File: src/design/adi_pkg.sv
// adi_pkg: register map, field positions, reset values and debounce timing
// for the accessory detection interrupt block.
// assumes APB with 32-bit data; printed offsets are register indices.
package adi_pkg;

  // register indices as printed; byte address is index times four
  localparam logic [7:0] ADI_IDX_POWER_ONE = 8'h01;
  localparam logic [7:0] ADI_IDX_STATUS    = 8'h12;
  localparam logic [7:0] ADI_IDX_DEBOUNCE  = 8'h14;
  localparam logic [7:0] ADI_IDX_MASK      = 8'h16;
  localparam logic [7:0] ADI_IDX_POLARITY  = 8'h17;
  localparam logic [7:0] ADI_IDX_BIAS      = 8'h3A;
  localparam logic [7:0] ADI_IDX_PIN_SEL   = 8'h13;

  // power control one fields
  localparam int ADI_POS_BIAS_TWO_ON = 5;
  localparam int ADI_POS_BIAS_ONE_ON = 4;

  // bias_detect_config fields
  localparam int ADI_POS_SHORT_THR = 6;
  localparam int ADI_POS_DETECT_THR = 4;
  localparam int ADI_POS_DETECT_ON = 2;
  localparam int ADI_POS_BIAS_TWO_LVL = 1;
  localparam int ADI_POS_BIAS_ONE_LVL = 0;

  // event bit positions, shared by status, debounce and polarity
  localparam int ADI_POS_TWO_SHORT  = 15;
  localparam int ADI_POS_TWO_DETECT = 14;
  localparam int ADI_POS_ONE_SHORT  = 10;
  localparam int ADI_POS_ONE_DETECT = 9;

  // mask register positions differ for bias two
  localparam int ADI_MPOS_TWO_DETECT = 13;
  localparam int ADI_MPOS_TWO_SHORT  = 12;
  localparam int ADI_MPOS_ONE_SHORT  = 10;
  localparam int ADI_MPOS_ONE_DETECT = 9;

  // general pin function select field width and detect codes
  localparam int         ADI_SEL_W          = 4;
  localparam logic [3:0] ADI_SEL_ONE_DETECT = 4'h8;
  localparam logic [3:0] ADI_SEL_ONE_SHORT  = 4'h9;
  localparam logic [3:0] ADI_SEL_TWO_DETECT = 4'hA;
  localparam logic [3:0] ADI_SEL_TWO_SHORT  = 4'hB;

  localparam logic [15:0] ADI_RST_REG = 16'h0000;

  // stable level must persist this many timeout ticks
  localparam int          ADI_DB_TICKS   = 4;
  localparam logic [2:0]  ADI_DB_TICKS_3 = 3'(ADI_DB_TICKS);

  // event index order used internally
  localparam int ADI_EV_ONE_DETECT = 0;
  localparam int ADI_EV_ONE_SHORT  = 1;
  localparam int ADI_EV_TWO_DETECT = 2;
  localparam int ADI_EV_TWO_SHORT  = 3;
  localparam int ADI_EV_N          = 4;

endpackage : adi_pkg

File: src/design/adi_top.sv
// adi_top: APB register file and event logic for accessory detection on the
// two bias sources. detect inputs come from analog comparators, synchronous
// to pclk. debounce_tick_clock arrives as a synchronous level and is edge
// detected here; without it a debounced input never updates.
`timescale 1ns/100ps
// Contract
// - two thresholds shared by both bias sources
// - detect levels go to pin and events
// - each input has debounce and polarity
// - status bits latch until cleared, pollable
// - latched status feeds combined interrupt output
// - write one clears status, zero keeps
// - power bits 5/4 enable bias two/one
// - bias bits 7:6 select short threshold
// - bias bits 5:4 select detect threshold
// - bias bit 2 enables detect function
// - bias bits 1/0 set bias levels
// - status bits 15,14,10,9 hold events
// - debounce enables at bits 15,14,10,9
// - mask bits 13/12 for bias two
// - mask bits 10/9 for bias one
// - polarity bits select active level
// - pin select 8..B outputs raw detect
module adi_top
  import adi_pkg::*;
(
  // apb slave
  input  wire logic        pclk,
  input  wire logic        presetn,
  input  wire logic        psel,
  input  wire logic        penable,
  input  wire logic        pwrite,
  input  wire logic [11:0] paddr,
  input  wire logic [31:0] pwdata,
  input  wire logic [3:0]  pstrb,
  output logic      [31:0] prdata,
  output logic             pready,
  output logic             pslverr,
  // raw detect levels from comparators
  input  wire logic        bias_one_detect,
  input  wire logic        bias_one_short,
  input  wire logic        bias_two_detect,
  input  wire logic        bias_two_short,
  input  wire logic        debounce_tick_clock,
  // analog controls
  output logic             bias_one_on,
  output logic             bias_two_on,
  output logic             bias_one_level,
  output logic             bias_two_level,
  output logic [1:0]       short_threshold_sel,
  output logic [1:0]       detect_threshold_sel,
  output logic             detect_function_on,
  // interrupt and pin
  output logic             irq,
  output logic             general_pin_one,
  output logic             general_pin_one_oe
);

  logic [15:0] power_control_one;
  logic [15:0] event_status;
  logic [15:0] event_debounce_enable;
  logic [15:0] event_mask;
  logic [15:0] event_polarity;
  logic [15:0] bias_detect_config;
  logic [3:0]  general_pin_function;

  logic        wr_en;
  logic        rd_en;
  logic        addr_ok;
  logic [7:0]  idx;
  logic [15:0] wdata16;
  logic [15:0] next_rdata;
  logic        tick_d;
  logic        tick;
  logic [3:0]  raw_ev;
  logic [3:0]  qual_ev;
  logic [3:0]  qual_d;
  logic [15:0] set_vec;
  logic [15:0] clr_vec;

  // event index to status bit position
  function automatic int ev_pos(input int ev);
    case (ev)
      ADI_EV_ONE_DETECT: ev_pos = ADI_POS_ONE_DETECT;
      ADI_EV_ONE_SHORT:  ev_pos = ADI_POS_ONE_SHORT;
      ADI_EV_TWO_DETECT: ev_pos = ADI_POS_TWO_DETECT;
      default:           ev_pos = ADI_POS_TWO_SHORT;
    endcase
  endfunction : ev_pos

  // 16-bit register write honouring the two low byte strobes
  function automatic logic [15:0] merge16(input logic [15:0] cur, input logic [15:0] wd,
                                          input logic [3:0] st);
    merge16 = {st[1] ? wd[15:8] : cur[15:8], st[0] ? wd[7:0] : cur[7:0]};
  endfunction : merge16

  // apb decode; zero wait states
  assign idx     = paddr[9:2];
  assign wdata16 = pwdata[15:0];
  assign addr_ok = (paddr[11:10] == 2'h0) && (paddr[1:0] == 2'h0) &&
                   (idx == ADI_IDX_POWER_ONE || idx == ADI_IDX_STATUS ||
                    idx == ADI_IDX_DEBOUNCE || idx == ADI_IDX_MASK ||
                    idx == ADI_IDX_POLARITY || idx == ADI_IDX_BIAS ||
                    idx == ADI_IDX_PIN_SEL);
  assign wr_en   = psel && penable && pwrite && addr_ok;
  assign rd_en   = psel && !penable && !pwrite;
  assign pready  = 1'b1;
  assign pslverr = psel && penable && !addr_ok;

  // control registers
  always_ff @(posedge pclk or negedge presetn)
  begin
    if (!presetn)
    begin
      power_control_one     <= ADI_RST_REG;
      event_debounce_enable <= ADI_RST_REG;
      event_mask            <= ADI_RST_REG;
      event_polarity        <= ADI_RST_REG;
      bias_detect_config    <= ADI_RST_REG;
      general_pin_function  <= 4'h0;
    end
    else if (wr_en)
    begin
      unique case (idx)
        ADI_IDX_POWER_ONE: power_control_one     <= merge16(power_control_one, wdata16, pstrb);
        ADI_IDX_DEBOUNCE:  event_debounce_enable <= merge16(event_debounce_enable, wdata16, pstrb);
        ADI_IDX_MASK:      event_mask            <= merge16(event_mask, wdata16, pstrb);
        ADI_IDX_POLARITY:  event_polarity        <= merge16(event_polarity, wdata16, pstrb);
        ADI_IDX_BIAS:      bias_detect_config    <= merge16(bias_detect_config, wdata16, pstrb);
        ADI_IDX_PIN_SEL:
        begin
          if (pstrb[0])
            general_pin_function <= wdata16[3:0];
        end
        default: ;
      endcase
    end
  end

  // analog control outputs
  assign bias_two_on          = power_control_one[ADI_POS_BIAS_TWO_ON];
  assign bias_one_on          = power_control_one[ADI_POS_BIAS_ONE_ON];
  assign short_threshold_sel  = bias_detect_config[ADI_POS_SHORT_THR +: 2];
  assign detect_threshold_sel = bias_detect_config[ADI_POS_DETECT_THR +: 2];
  assign detect_function_on   = bias_detect_config[ADI_POS_DETECT_ON];
  assign bias_two_level       = bias_detect_config[ADI_POS_BIAS_TWO_LVL];
  assign bias_one_level       = bias_detect_config[ADI_POS_BIAS_ONE_LVL];

  // timeout clock sampled as a level; one tick per rising edge
  always_ff @(posedge pclk or negedge presetn)
  begin
    if (!presetn)
      tick_d <= 1'b0;
    else
      tick_d <= debounce_tick_clock;
  end
  assign tick = debounce_tick_clock && !tick_d;

  // comparators only count while the detect function is on
  assign raw_ev[ADI_EV_ONE_DETECT] = bias_one_detect && detect_function_on;
  assign raw_ev[ADI_EV_ONE_SHORT]  = bias_one_short && detect_function_on;
  assign raw_ev[ADI_EV_TWO_DETECT] = bias_two_detect && detect_function_on;
  assign raw_ev[ADI_EV_TWO_SHORT]  = bias_two_short && detect_function_on;

  for (genvar g = 0; g < ADI_EV_N; g++)
  begin : g_ev
    adi_debounce u_db (
      .pclk      (pclk),
      .presetn   (presetn),
      .tick      (tick),
      .filter_on (event_debounce_enable[ev_pos(g)]),
      .sense_low (event_polarity[ev_pos(g)]),
      .raw       (raw_ev[g]),
      .level     (qual_ev[g])
    );
  end

  always_ff @(posedge pclk or negedge presetn)
  begin
    if (!presetn)
      qual_d <= 4'h0;
    else
      qual_d <= qual_ev;
  end

  // set and clear vectors in status bit positions
  always_comb
  begin
    set_vec = 16'h0000;
    for (int e = 0; e < ADI_EV_N; e++)
      set_vec[ev_pos(e)] = qual_ev[e] && !qual_d[e];
    clr_vec = 16'h0000;
    if (wr_en && idx == ADI_IDX_STATUS)
      clr_vec = {pstrb[1] ? wdata16[15:8] : 8'h00, pstrb[0] ? wdata16[7:0] : 8'h00};
  end

  // latched status; set wins over a simultaneous clear
  always_ff @(posedge pclk or negedge presetn)
  begin
    if (!presetn)
      event_status <= ADI_RST_REG;
    else
      event_status <= (event_status & ~clr_vec) | set_vec;
  end

  // combined interrupt; mask positions differ from status for bias two
  always_ff @(posedge pclk or negedge presetn)
  begin
    if (!presetn)
      irq <= 1'b0;
    else
      irq <= (event_status[ADI_POS_TWO_DETECT] && !event_mask[ADI_MPOS_TWO_DETECT]) ||
             (event_status[ADI_POS_TWO_SHORT] && !event_mask[ADI_MPOS_TWO_SHORT]) ||
             (event_status[ADI_POS_ONE_SHORT] && !event_mask[ADI_MPOS_ONE_SHORT]) ||
             (event_status[ADI_POS_ONE_DETECT] && !event_mask[ADI_MPOS_ONE_DETECT]);
  end

  // general pin shows the comparator level, polarity ignored
  always_ff @(posedge pclk or negedge presetn)
  begin
    if (!presetn)
    begin
      general_pin_one    <= 1'b0;
      general_pin_one_oe <= 1'b0;
    end
    else
    begin
      general_pin_one_oe <= general_pin_function[3:2] == 2'b10;
      unique case (general_pin_function)
        ADI_SEL_ONE_DETECT: general_pin_one <= raw_ev[ADI_EV_ONE_DETECT];
        ADI_SEL_ONE_SHORT:  general_pin_one <= raw_ev[ADI_EV_ONE_SHORT];
        ADI_SEL_TWO_DETECT: general_pin_one <= raw_ev[ADI_EV_TWO_DETECT];
        ADI_SEL_TWO_SHORT:  general_pin_one <= raw_ev[ADI_EV_TWO_SHORT];
        default:            general_pin_one <= 1'b0;
      endcase
    end
  end

  // read mux; data registered in the setup phase
  always_comb
  begin
    next_rdata = 16'h0000;
    unique case (idx)
      ADI_IDX_POWER_ONE: next_rdata = power_control_one;
      ADI_IDX_STATUS:    next_rdata = event_status;
      ADI_IDX_DEBOUNCE:  next_rdata = event_debounce_enable;
      ADI_IDX_MASK:      next_rdata = event_mask;
      ADI_IDX_POLARITY:  next_rdata = event_polarity;
      ADI_IDX_BIAS:      next_rdata = bias_detect_config;
      ADI_IDX_PIN_SEL:   next_rdata = {12'h000, general_pin_function};
      default:           next_rdata = 16'h0000;
    endcase
  end

  always_ff @(posedge pclk or negedge presetn)
  begin
    if (!presetn)
      prdata <= 32'h0000_0000;
    else if (rd_en)
      prdata <= addr_ok ? {16'h0000, next_rdata} : 32'h0000_0000;
  end

endmodule : adi_top

File: src/design/adi_debounce.sv
// adi_debounce: one detect input, polarity applied, optional debounce.
// assumes tick is a one-cycle pulse in the pclk domain from the timeout clock.
`timescale 1ns/100ps
module adi_debounce
  import adi_pkg::*;
(
  // clock and reset
  input  wire logic pclk,
  input  wire logic presetn,
  // control
  input  wire logic tick,
  input  wire logic filter_on,
  input  wire logic sense_low,
  // detect level in, qualified level out
  input  wire logic raw,
  output logic      level
);

  logic       adjusted;
  logic       stable;
  logic [2:0] count;

  assign adjusted = raw ^ sense_low;

  // candidate level and the ticks it has held
  always_ff @(posedge pclk or negedge presetn)
  begin
    if (!presetn)
    begin
      stable <= 1'b0;
      count  <= 3'h0;
    end
    else if (adjusted != stable)
    begin
      stable <= adjusted;
      count  <= 3'h0;
    end
    else if (tick && count != ADI_DB_TICKS_3)
    begin
      count <= count + 3'h1;
    end
  end

  // filtered output follows only once stable long enough
  always_ff @(posedge pclk or negedge presetn)
  begin
    if (!presetn)
      level <= 1'b0;
    else if (!filter_on)
      level <= adjusted;
    else if (adjusted == stable && count == ADI_DB_TICKS_3)
      level <= stable;
  end

endmodule : adi_debounce

File: config.mk
export PLATFORM = sky130hd
export DESIGN_NAME = adi_top
export DESIGN_NICKNAME = d
export VERILOG_FILES = /design/src/design/adi_pkg.sv /design/src/design/adi_top.sv /design/src/design/adi_debounce.sv
export SDC_FILE = /design/constraint.sdc
export NUM_CORES = 1
export LEC_CHECK = 0
export BUFFER_PORTS_ARGS = -buffer_cell sky130_fd_sc_hd__buf_2
export CORE_MARGIN = 3
export CORE_UTILIZATION = 52
export CTS_CLUSTER_DIAMETER = 150
export DETAILED_ROUTE_END_ITERATION = 6
export HOLD_SLACK_MARGIN = 0.02
export PLACE_DENSITY = 0.72
export SLEW_MARGIN = 0
export SYNTH_ARGS = -nofsm -noshare
export SYNTH_HDL_FRONTEND = slang
export SYNTH_HIERARCHICAL = 1
export SYNTH_SLANG_ARGS = --single-unit
File: constraint.sdc
create_clock -name pclk -period 1.66 [get_ports pclk]
set_input_delay 0 -clock pclk [delete_from_list [all_inputs] [get_ports pclk]]
set_output_delay 0 -clock pclk [all_outputs]
set_load 0.005 [all_outputs]
======== Yosys cells after proc, flatten, opt, wreduce, memory -nomap -nowiden ========
Cells that the tools add are included.
storage, ports and cells
  bits in registers ....................... 160
  output and inout port bits .............. 46
  word-level logic and storage cells ...... 163
cells by class
  add/subtract/negate cells ............... 4
  eq/ne operators ......................... 32
  muxes and demuxes ....................... 22
  bitwise operators ....................... 7
  reductions and logical operators ........ 68
operator list
  kind                 count
  $pmux 16 s7          1
  $eq 8x5->1 const B   5
  $reduce_and 3->1     11
  $mux 16              2
  $logic_and 1x1->1    30
  $mux 3               8
  $and 16x16->16       1
  $eq 4x4->1 const B   4
  $mux 8               2
  $not 16->16          1
  $or 16x16->16        1
  $add 3x1->3 const B  4
  $eq 3x3->1 const B   4
  $logic_not 1->1      12
  $ne 3x3->1 const B   4
  $logic_or 1x1->1     9
  $eq 8x1->1 const B   1
  $eq 8x6->1 const B   1
  $mux 1               8
  $ne 2x1->1 const B   4
  $reduce_bool 2->1    4
  $eq 1x1->1           4
  $logic_not 2->1      2
  $ne 1x1->1           4
  3 further kinds      6

======== Longest topological paths before layout ========
Gate-level depths: netlist of the first run.
  depth after elaboration ................. 14
  mapped depth ............................ 7
  gate-level depth less buffers ........... 5

======== Cells and area by module ========
Netlist of the first run, hierarchy kept.
modules (own cells, without submodules)
  module        times used  cells each  area each (µm²)  seq. area each (µm²)
  adi_top       1           504         5919.4           3103.0
  adi_debounce  4           25          265.3            125.1

======== Worst setup path after synthesis of the first run ========
No wires, ideal clock.
  path type ............................... input to register
  from .................................... input paddr[3]
  to ...................................... register power_control_one[0]
  setup time .............................. 125 ps
  arrival time ............................ 1593 ps
  data required time ...................... 1535 ps
  slack ................................... -58 ps
  cell stages on the path ................. 6
  cell sequence ........................... buf_2 or4b_1 buf_2 or2_4 nor2_4 mux2_2
on the way
  longest elaborated chain between the ends .. 10
  elaborated cells on any way between the ends .. 16
RTL lines
  what                                             RTL line                        source
  from (decl)                                      adi_top.sv:33                   input wire logic [11:0] paddr,
  $eq 8x1->1 / $eq 8x5->1 (equally long branches)  adi_top.sv:101, adi_top.sv:124
  $logic_or 1x1->1 (2 in a row)                    adi_top.sv:101                  (idx == ADI_IDX_POWER_ONE || idx == ADI_IDX_STATUS ||
  $logic_or 1x1->1 (2 in a row)                    adi_top.sv:102                  idx == ADI_IDX_DEBOUNCE || idx == ADI_IDX_MASK ||
  $logic_or 1x1->1 (2 in a row)                    adi_top.sv:103                  idx == ADI_IDX_POLARITY || idx == ADI_IDX_BIAS ||
  $logic_and 1x1->1                                adi_top.sv:100                  assign addr_ok = (paddr[11:10] == 2'h0) && (paddr[1:0] == 2'h0) &&
  $logic_and 1x1->1                                adi_top.sv:105                  assign wr_en = psel && penable && pwrite && addr_ok;
  $reduce_and 3->1 (no line) (*)                   --
  to (signal assigned)                             adi_top.sv:125                  ADI_IDX_POWER_ONE: power_control_one <= merge16(power_control_one, wdata16, pstrb);
  to (decl)                                        adi_top.sv:59                   logic [15:0] power_control_one;
Every way passes the cells marked *; elsewhere a longest branch is shown, timed or not.
A chain may end at the register's enable or synchronous reset.

======== Worst setup path after layout of the first run ========
  from .................................... input paddr[3]
  to ...................................... output pslverr
on the way
  longest elaborated chain between the ends .. 10
  elaborated cells on any way between the ends .. 16
RTL lines
  what                                             RTL line        source
  $eq 8x1->1 / $eq 8x5->1 (equally long branches)  adi_top.sv:101
  $logic_or 1x1->1 (2 in a row)                    adi_top.sv:101
  $logic_or 1x1->1 (2 in a row)                    adi_top.sv:102
  $logic_or 1x1->1                                 adi_top.sv:103
  $logic_or 1x1->1 (*)                             adi_top.sv:103
  $logic_and 1x1->1 (*)                            adi_top.sv:100
  $logic_not 1->1 (*)                              adi_top.sv:108  assign pslverr = psel && penable && !addr_ok;
  $logic_and 1x1->1 (*)                            adi_top.sv:108
  to (decl)                                        adi_top.sv:38   output logic pslverr,
Marks and branches as above.

==> results.tsv, run 1 <==
metric	value	unit
cts.sink_count	144	
worstMarginPinSlew	0.510	ns
ys_top_cells_by_area	dfrtp_1 (52%), mux2_2 (11%), inv_1 (2.7%), buf_4 (2.4%), nand3_1 (2.2%)	
rsz0062_at_grt	no	
critical_path.max_fanout	8	
cts_setup_buffers	0	
synth-edff-count	0	
dr.first_iter.drc_count	388	
dp_hpwl	13000	um
peakVddDrop	0.000693	V
io_buffer_count	68	
power_density	979	nW/um^2
first_pass_iters	7	
core_region_area	12900	um^2
multiInputGateArea	3010	um^2
syn_avg_cell_area	11.6	um^2
synthAdderAreaFrac	1.43	%
cp.buffers_inverters	4	
gr-total-overflow	0	
postPlaceCellArea	7920	um^2
hold_path.class	input port to register	
syn_area	6980	um^2
synth-seq-cells	144	
yosysUniqueCellTypes	57	
finalSetupViolations	0	
yosysTopAreaCell	dfrtp_1	
synthCells	604	
synth_xor_area_share	1.94	%
max-slew-margin-rel	65.2	%
synthDominantCellAreaShare	51.6	%
route.vias.total	5518	
cap_violations	0	
finalCriticalPeriod	1.58	ns
start_util	54.2	%
diodes	0	
ioPinCount	104	
ctsHtreeMaxLevel	4	
end_kind	output pin	
required	1.66	ns
finalHoldViolCount	0	
synthArstFlopShare	100	%
fin_area	8760	um^2
crit_family	simple AND/OR/NAND/NOR gates	
maxSlewViolCount	0	
die_w	122	um
fin_crit_sh	94.9	%
outcome	finished with violations	
failed_checks	design-rule violations	
worstSetupStartpointType	input port	
grt_start_max_net_pins	51	
yosys_warnings	6	
crit_type	input port to output pin	
synth_ff_type	dfrtp_1	
clk_latency	0.42	ns
cts_tree	yes	
routed_via_density	5.88	
synth-simple-area-share	13.3	%
synth_compound_area_share	12.0	%
fin_worst_skew	0.00537	ns
syn2layout_area_growth	25.5	%
cp_cell_sequence	buf_2 -> or4b_1 -> buf_4 -> nor2_4 -> buf_6 -> o31ai_1 -> and3_1 -> buf_2	
max_freq	635	MHz
slowest_stage	or4b_1	
cts_buffers	17	
clockRootBuffer	clkbuf_16	
grt_usage	25.9	%
ys_seq_area_share	51.6	%
wire_per_inst	19.7	um
antenna_left	0	
grt_pass1_vias	5546	
slowest_delay	0.57	ns
cp.arrival	1.58	ns
die-area	14800	um^2
power.leakage	4.21	nW
clk_pin_slew	0.06	ns
die-height	122	um
num_rows	41	
wirelength	18500	um
nets	820	
register_area	3600	um^2
grt_pass1_wl	29300	um
drive_above_1_share	35.6	%
clk_path_buf_depth	2	
fillers	931	
drc	10	
synth_top_family_by_area	simple AND/OR/NAND/NOR gates	
critPathMostFrequentCell	buf_2	
antenna_found_initial	0	
synth_mux_area_share	12.9	%
post-route-util	68.0	%
gp_congestion	0.893	
==> routing by layer <==
metal | track usage (%) | vias up | wire [um]
met5 | 0 | - | 0
met4 | 9.80 | 0 | 471
met3 | 5.29 | 47 | 1210
met2 | 43.4 | 235 | 9410
met1 | 33.4 | 2778 | 7420
li1 | - | 2458 | -
==> where the power goes <==
| part | switching (W) | internal (W) | total [W] |
|---|---|---|---|
| sequential | 0.000166 | 0.00367 | 0.00383 |
| combinational | 0.000499 | 0.000377 | 0.000876 |
| clock | 0.00151 | 0.00236 | 0.00387 |
==> metrics by stage <==
step / setup slack, ns / cells / setup TNS (ns) / hold slack, ns / total power, W
6_report: 0.0846 / 939 / 0 / 0.0462 / 0.00858
5_1_grt: 0.00936 / 939 / 0 / 0.0472 / 0.00890
4_1_cts: 0.00724 / 939 / 0 / 0.0373 / 0.00862
3_5_place_dp: -0.340 / 887 / -20.32 / -0.0312 / 0.00473
3_3_place_gp: -0.281 / 887 / -18.61 / -0.0306 / 0.00461
2_1_floorplan: -0.0332 / 619 / -0.232 / -0.296 / 0.00437
==> flip-flops by register name, indices dropped and copies added, names as in the netlist, 4 cells and up <==
name	cells
bias_detect_config	16
event_debounce_enable	16
event_mask	16
event_polarity	16
event_status	16
g_ev.u_db/count	12
g_ev.u_db/level	4
g_ev.u_db/stable	4
general_pin_function	4
power_control_one	16
prdata	16
qual_d	4
==> what timing repair did <==
action | in CTS | in global routing
gates resized for setup | 8 | 2
hold endpoints to repair | 221 | 0
endpoints found under the setup margin | 3 | 2
hold buffers | 20 | 0
pin swaps | 0 | 0
==> synthesized netlist by cell type, drive strengths merged (2+ instances only) <==
cell,count
a2111oi,4
a211oi,5
a21boi,23
a21oi,12
a221oi,9
a222oi,7
a22o,4
a22oi,16
a32oi,2
and2,5
and3,4
and4b,4
buf,33
clkbuf,11
conb,2
dfrtp,144
ha,8
inv,51
mux2,71
mux2i,8
nand2,24
nand3,33
nand4bb,2
nor2,18
nor2b,3
nor3,33
nor4,8
o21ai,15
o22ai,4
o31a,2
o32ai,7
or2,2
or3b,8
xnor2,4
xor2,8
==> worst register-to-register path, stage by stage, from the launching register on <==
cell and delay, ns:
dfrtp_1 0.33, or3b_2 0.45, a2111oi_2 0.39, a2111oi_0 0.15, a22oi_1 0.15
==> cell usage in the layout (no fill, tap or decap), types with 14 or more instances in the layout <==
master	netlist	routed
buf_2	9	67
a21boi_0	19	19
mux2_2	69	68
nand3_1	31	31
buf_4	22	66
dfrtp_1	144	144
a22oi_1	16	16
nor2_1	14	14
o21ai_0	15	15
nand2_1	24	24
clkbuf_16	0	17
nor3_1	27	27
conb_1	2	17
inv_1	51	51
dlygate4sd3_1	0	20
==> cell type report <==
type | instances | share of cell area, %
clock buffer | 18 | 4.90
clock inverter | 14 | 1.90
inverter | 51 | 2.19
multi-input combinational | 380 | 34.3
sequential | 144 | 41.1
tap | 172 | 2.46
timing repair buffer | 160 | 13.1
==> cells by family (layout without fill, tap and decap cells) <==
family | count (synthesis) | after routing
compound gates | 113 | 113
buf+inv | 95 | 243
mux | 80 | 80
flops | 144 | 144
other cells | 2 | 17
simple gates | 150 | 150
xor+xnor | 12 | 12
fa+ha+maj | 8 | 8
==> worst paths after layout <==
check,from,end,slack [ns],depth (start not counted)
max,paddr[3],pslverr,0.08,8
min,bias_two_short,g_ev[3].u_db/stable,0.05,3
max reg2reg,event_status[1],prdata[1],0.11,4
min reg2reg,g_ev[2].u_db/level,qual_d[2],0.43,0
max in group asynchronous,presetn,power_control_one[3],0.82,3
min in group asynchronous,presetn,g_ev[0].u_db/count[0],0.09,2
Note: power is estimated with default switching activity, not from simulation.
==> run 2: changes to the inputs <==
==> constraint.sdc (replaced) <==
create_clock -name pclk -period 1.66 [get_ports pclk]
set_input_delay 0 -clock pclk [delete_from_list [all_inputs] [get_ports pclk]]
set_output_delay 0 -clock pclk [all_outputs]
set_load 0.05 [all_outputs]
==> results.tsv, run 2 (synthesis results as in run 1) <==
metric	value	unit	change
route.vias.total	5501		-0.31%
die_w	122	um	unchanged
die-height	122	um	unchanged
clk_path_buf_depth	2		unchanged
clockRootBuffer	clkbuf_16		
grt_pass1_wl	29800	um	+1.7%
grt_usage	26.5	%	+0.57 points
dp_hpwl	13100	um	+0.25%
postPlaceCellArea	7920	um^2	unchanged
io_buffer_count	68		unchanged
power.leakage	4.24	nW	+0.69%
worstSetupStartpointType	input port		
diodes	0		unchanged
drc	0		-10
fin_worst_skew	0.00706	ns	+0.00169 ns
post-route-util	68.4	%	+0.34 points
start_util	54.2	%	unchanged
wirelength	18600	um	+0.42%
required	1.66	ns	about the same
worstMarginPinSlew	0.475	ns	-0.0343 ns
drive_above_1_share	35.5	%	-0.093 points
critical_path.max_fanout	6		-2
outcome	finished, final reports clean		
layout_common_cells	dfrtp_1 (144), mux2_2 (68), buf_2 (67), buf_4 (67), inv_1 (51)		
highest_layer	met4		
crit_type	input port to output pin		
grt_start_max_net_pins	51		unchanged
clk_pin_slew	0.06	ns	about the same
finalCriticalPeriod	1.57	ns	-0.00157 ns
hold_path.class	input port to asynchronous set/reset pin		
nets	822		+0.24%
gr-total-overflow	0		unchanged
wire_per_inst	19.8	um	+0.20%
peakVddDrop	0.00107	V	+55%
ctsHtreeMaxLevel	4		unchanged
antenna_left	0		unchanged
cts_buffers	17		unchanged
finalSetupViolations	0		unchanged
cts.sink_count	144		unchanged
dr.first_iter.drc_count	450		+16%
maxSlewViolCount	0		unchanged
max-slew-margin-rel	67.5	%	+2.3 points
clk_latency	0.43	ns	about the same
core_region_area	12900	um^2	unchanged
die-area	14800	um^2	unchanged
wl_met3	1290	um	+6.8%
fin_crit_sh	94.8	%	about the same
routed_via_density	5.85		-0.52%
syn2layout_area_growth	26.1	%	
cap_violations	0		unchanged
routed-wl-met2	9370	um	-0.38%
end_kind	output pin		
num_rows	41		unchanged
cp.arrival	1.57	ns	about the same
power.total	0.00882	W	+2.8%
rsz0062_at_grt	no		
ioPinCount	104		unchanged
finalHoldViolCount	0		unchanged
cts_tree	yes		
antenna_found_initial	0		unchanged
grt_pass1_vias	5698		+2.7%
fin_area	8800	um^2	+0.50%
max_freq	635	MHz	+0.10%
power_density	1000	nW/um^2	+2.3%
gp_congestion	0.908		+1.6%
final_common_cell	dfrtp_1		
wl_met1	7440	um	+0.26%
first_pass_iters	6		-1
run 2: worst max-delay path, cell delays in order:
cell and delay [ns]:
buf_2 0.11, buf_4 0.13, nand4bb_1 0.26, buf_4 0.22, nor2_1 0.28, o31ai_1 0.15
and3_1 0.21, buf_2 0.21
run 2: cell type report:
cell class	count	area (um^2)
Fill cell	943	4070
Timing Repair Buffer	162	1160
Tap cell	172	215
Clock buffer	23	498
Multi-Input combinational cell	380	3010
Inverter	51	191
Sequential cell	144	3600
Clock inverter	9	129
run 2: layer usage:
| layer | vias up | track usage, % |
|---|---|---|
| met3 | 40 | 6.55 |
| met2 | 215 | 43.5 |
| met1 | 2786 | 34.3 |
| met4 | 0 | 9.73 |
| li1 | 2460 | - |
| met5 | - | 0 |
run 2: metrics by stage:
step	instances	hold WS (ns)	setup WS (ns)	setup TNS (ns)
2_1_floorplan	619	-0.296	-0.0332	-0.232
3_3_place_gp	887	-0.0354	-0.291	-18.70
3_5_place_dp	887	-0.0313	-0.349	-21.13
4_1_cts	941	0.0748	0.0269	0
5_1_grt	941	0.106	0.0124	0
6_report	941	0.0692	0.0862	0
run 2: power by group:
part / total, W / switching [W] / internal, W
Sequential: 0.00382 / 0.000158 / 0.00367
Clock: 0.00404 / 0.00148 / 0.00256
Combinational: 0.000955 / 0.000577 / 0.000378
Total: 0.00882 / 0.00221 / 0.00660
run 2: what timing repair did:
| item | 4_1_cts | 5_1_grt |
|---|---|---|
| endpoints found under the hold margin | 249 | 0 |
| buffers inserted | 0 | 0 |
| resized for setup | 5 | 3 |
| endpoints found under the setup margin | 2 | 2 |
| cloned | 0 | 0 |
| hold buffers | 22 | 0 |
run 2: worst paths after layout:
| path | slack (ns) | end | start | cells after the start |
|---|---|---|---|---|
| max in group asynchronous | 0.85 | power_control_one[1] | presetn | 3 |
| max | 0.09 | pslverr | paddr[4] | 8 |
| min | 0.07 | g_ev[0].u_db/count[0] | presetn | 2 |
| min reg2reg | 0.44 | qual_d[3] | g_ev[3].u_db/level | 0 |
| max reg2reg | 0.09 | prdata[1] | event_status[1] | 4 |
| min in group pclk | 0.20 | prdata[2] | paddr[6] | 5 |
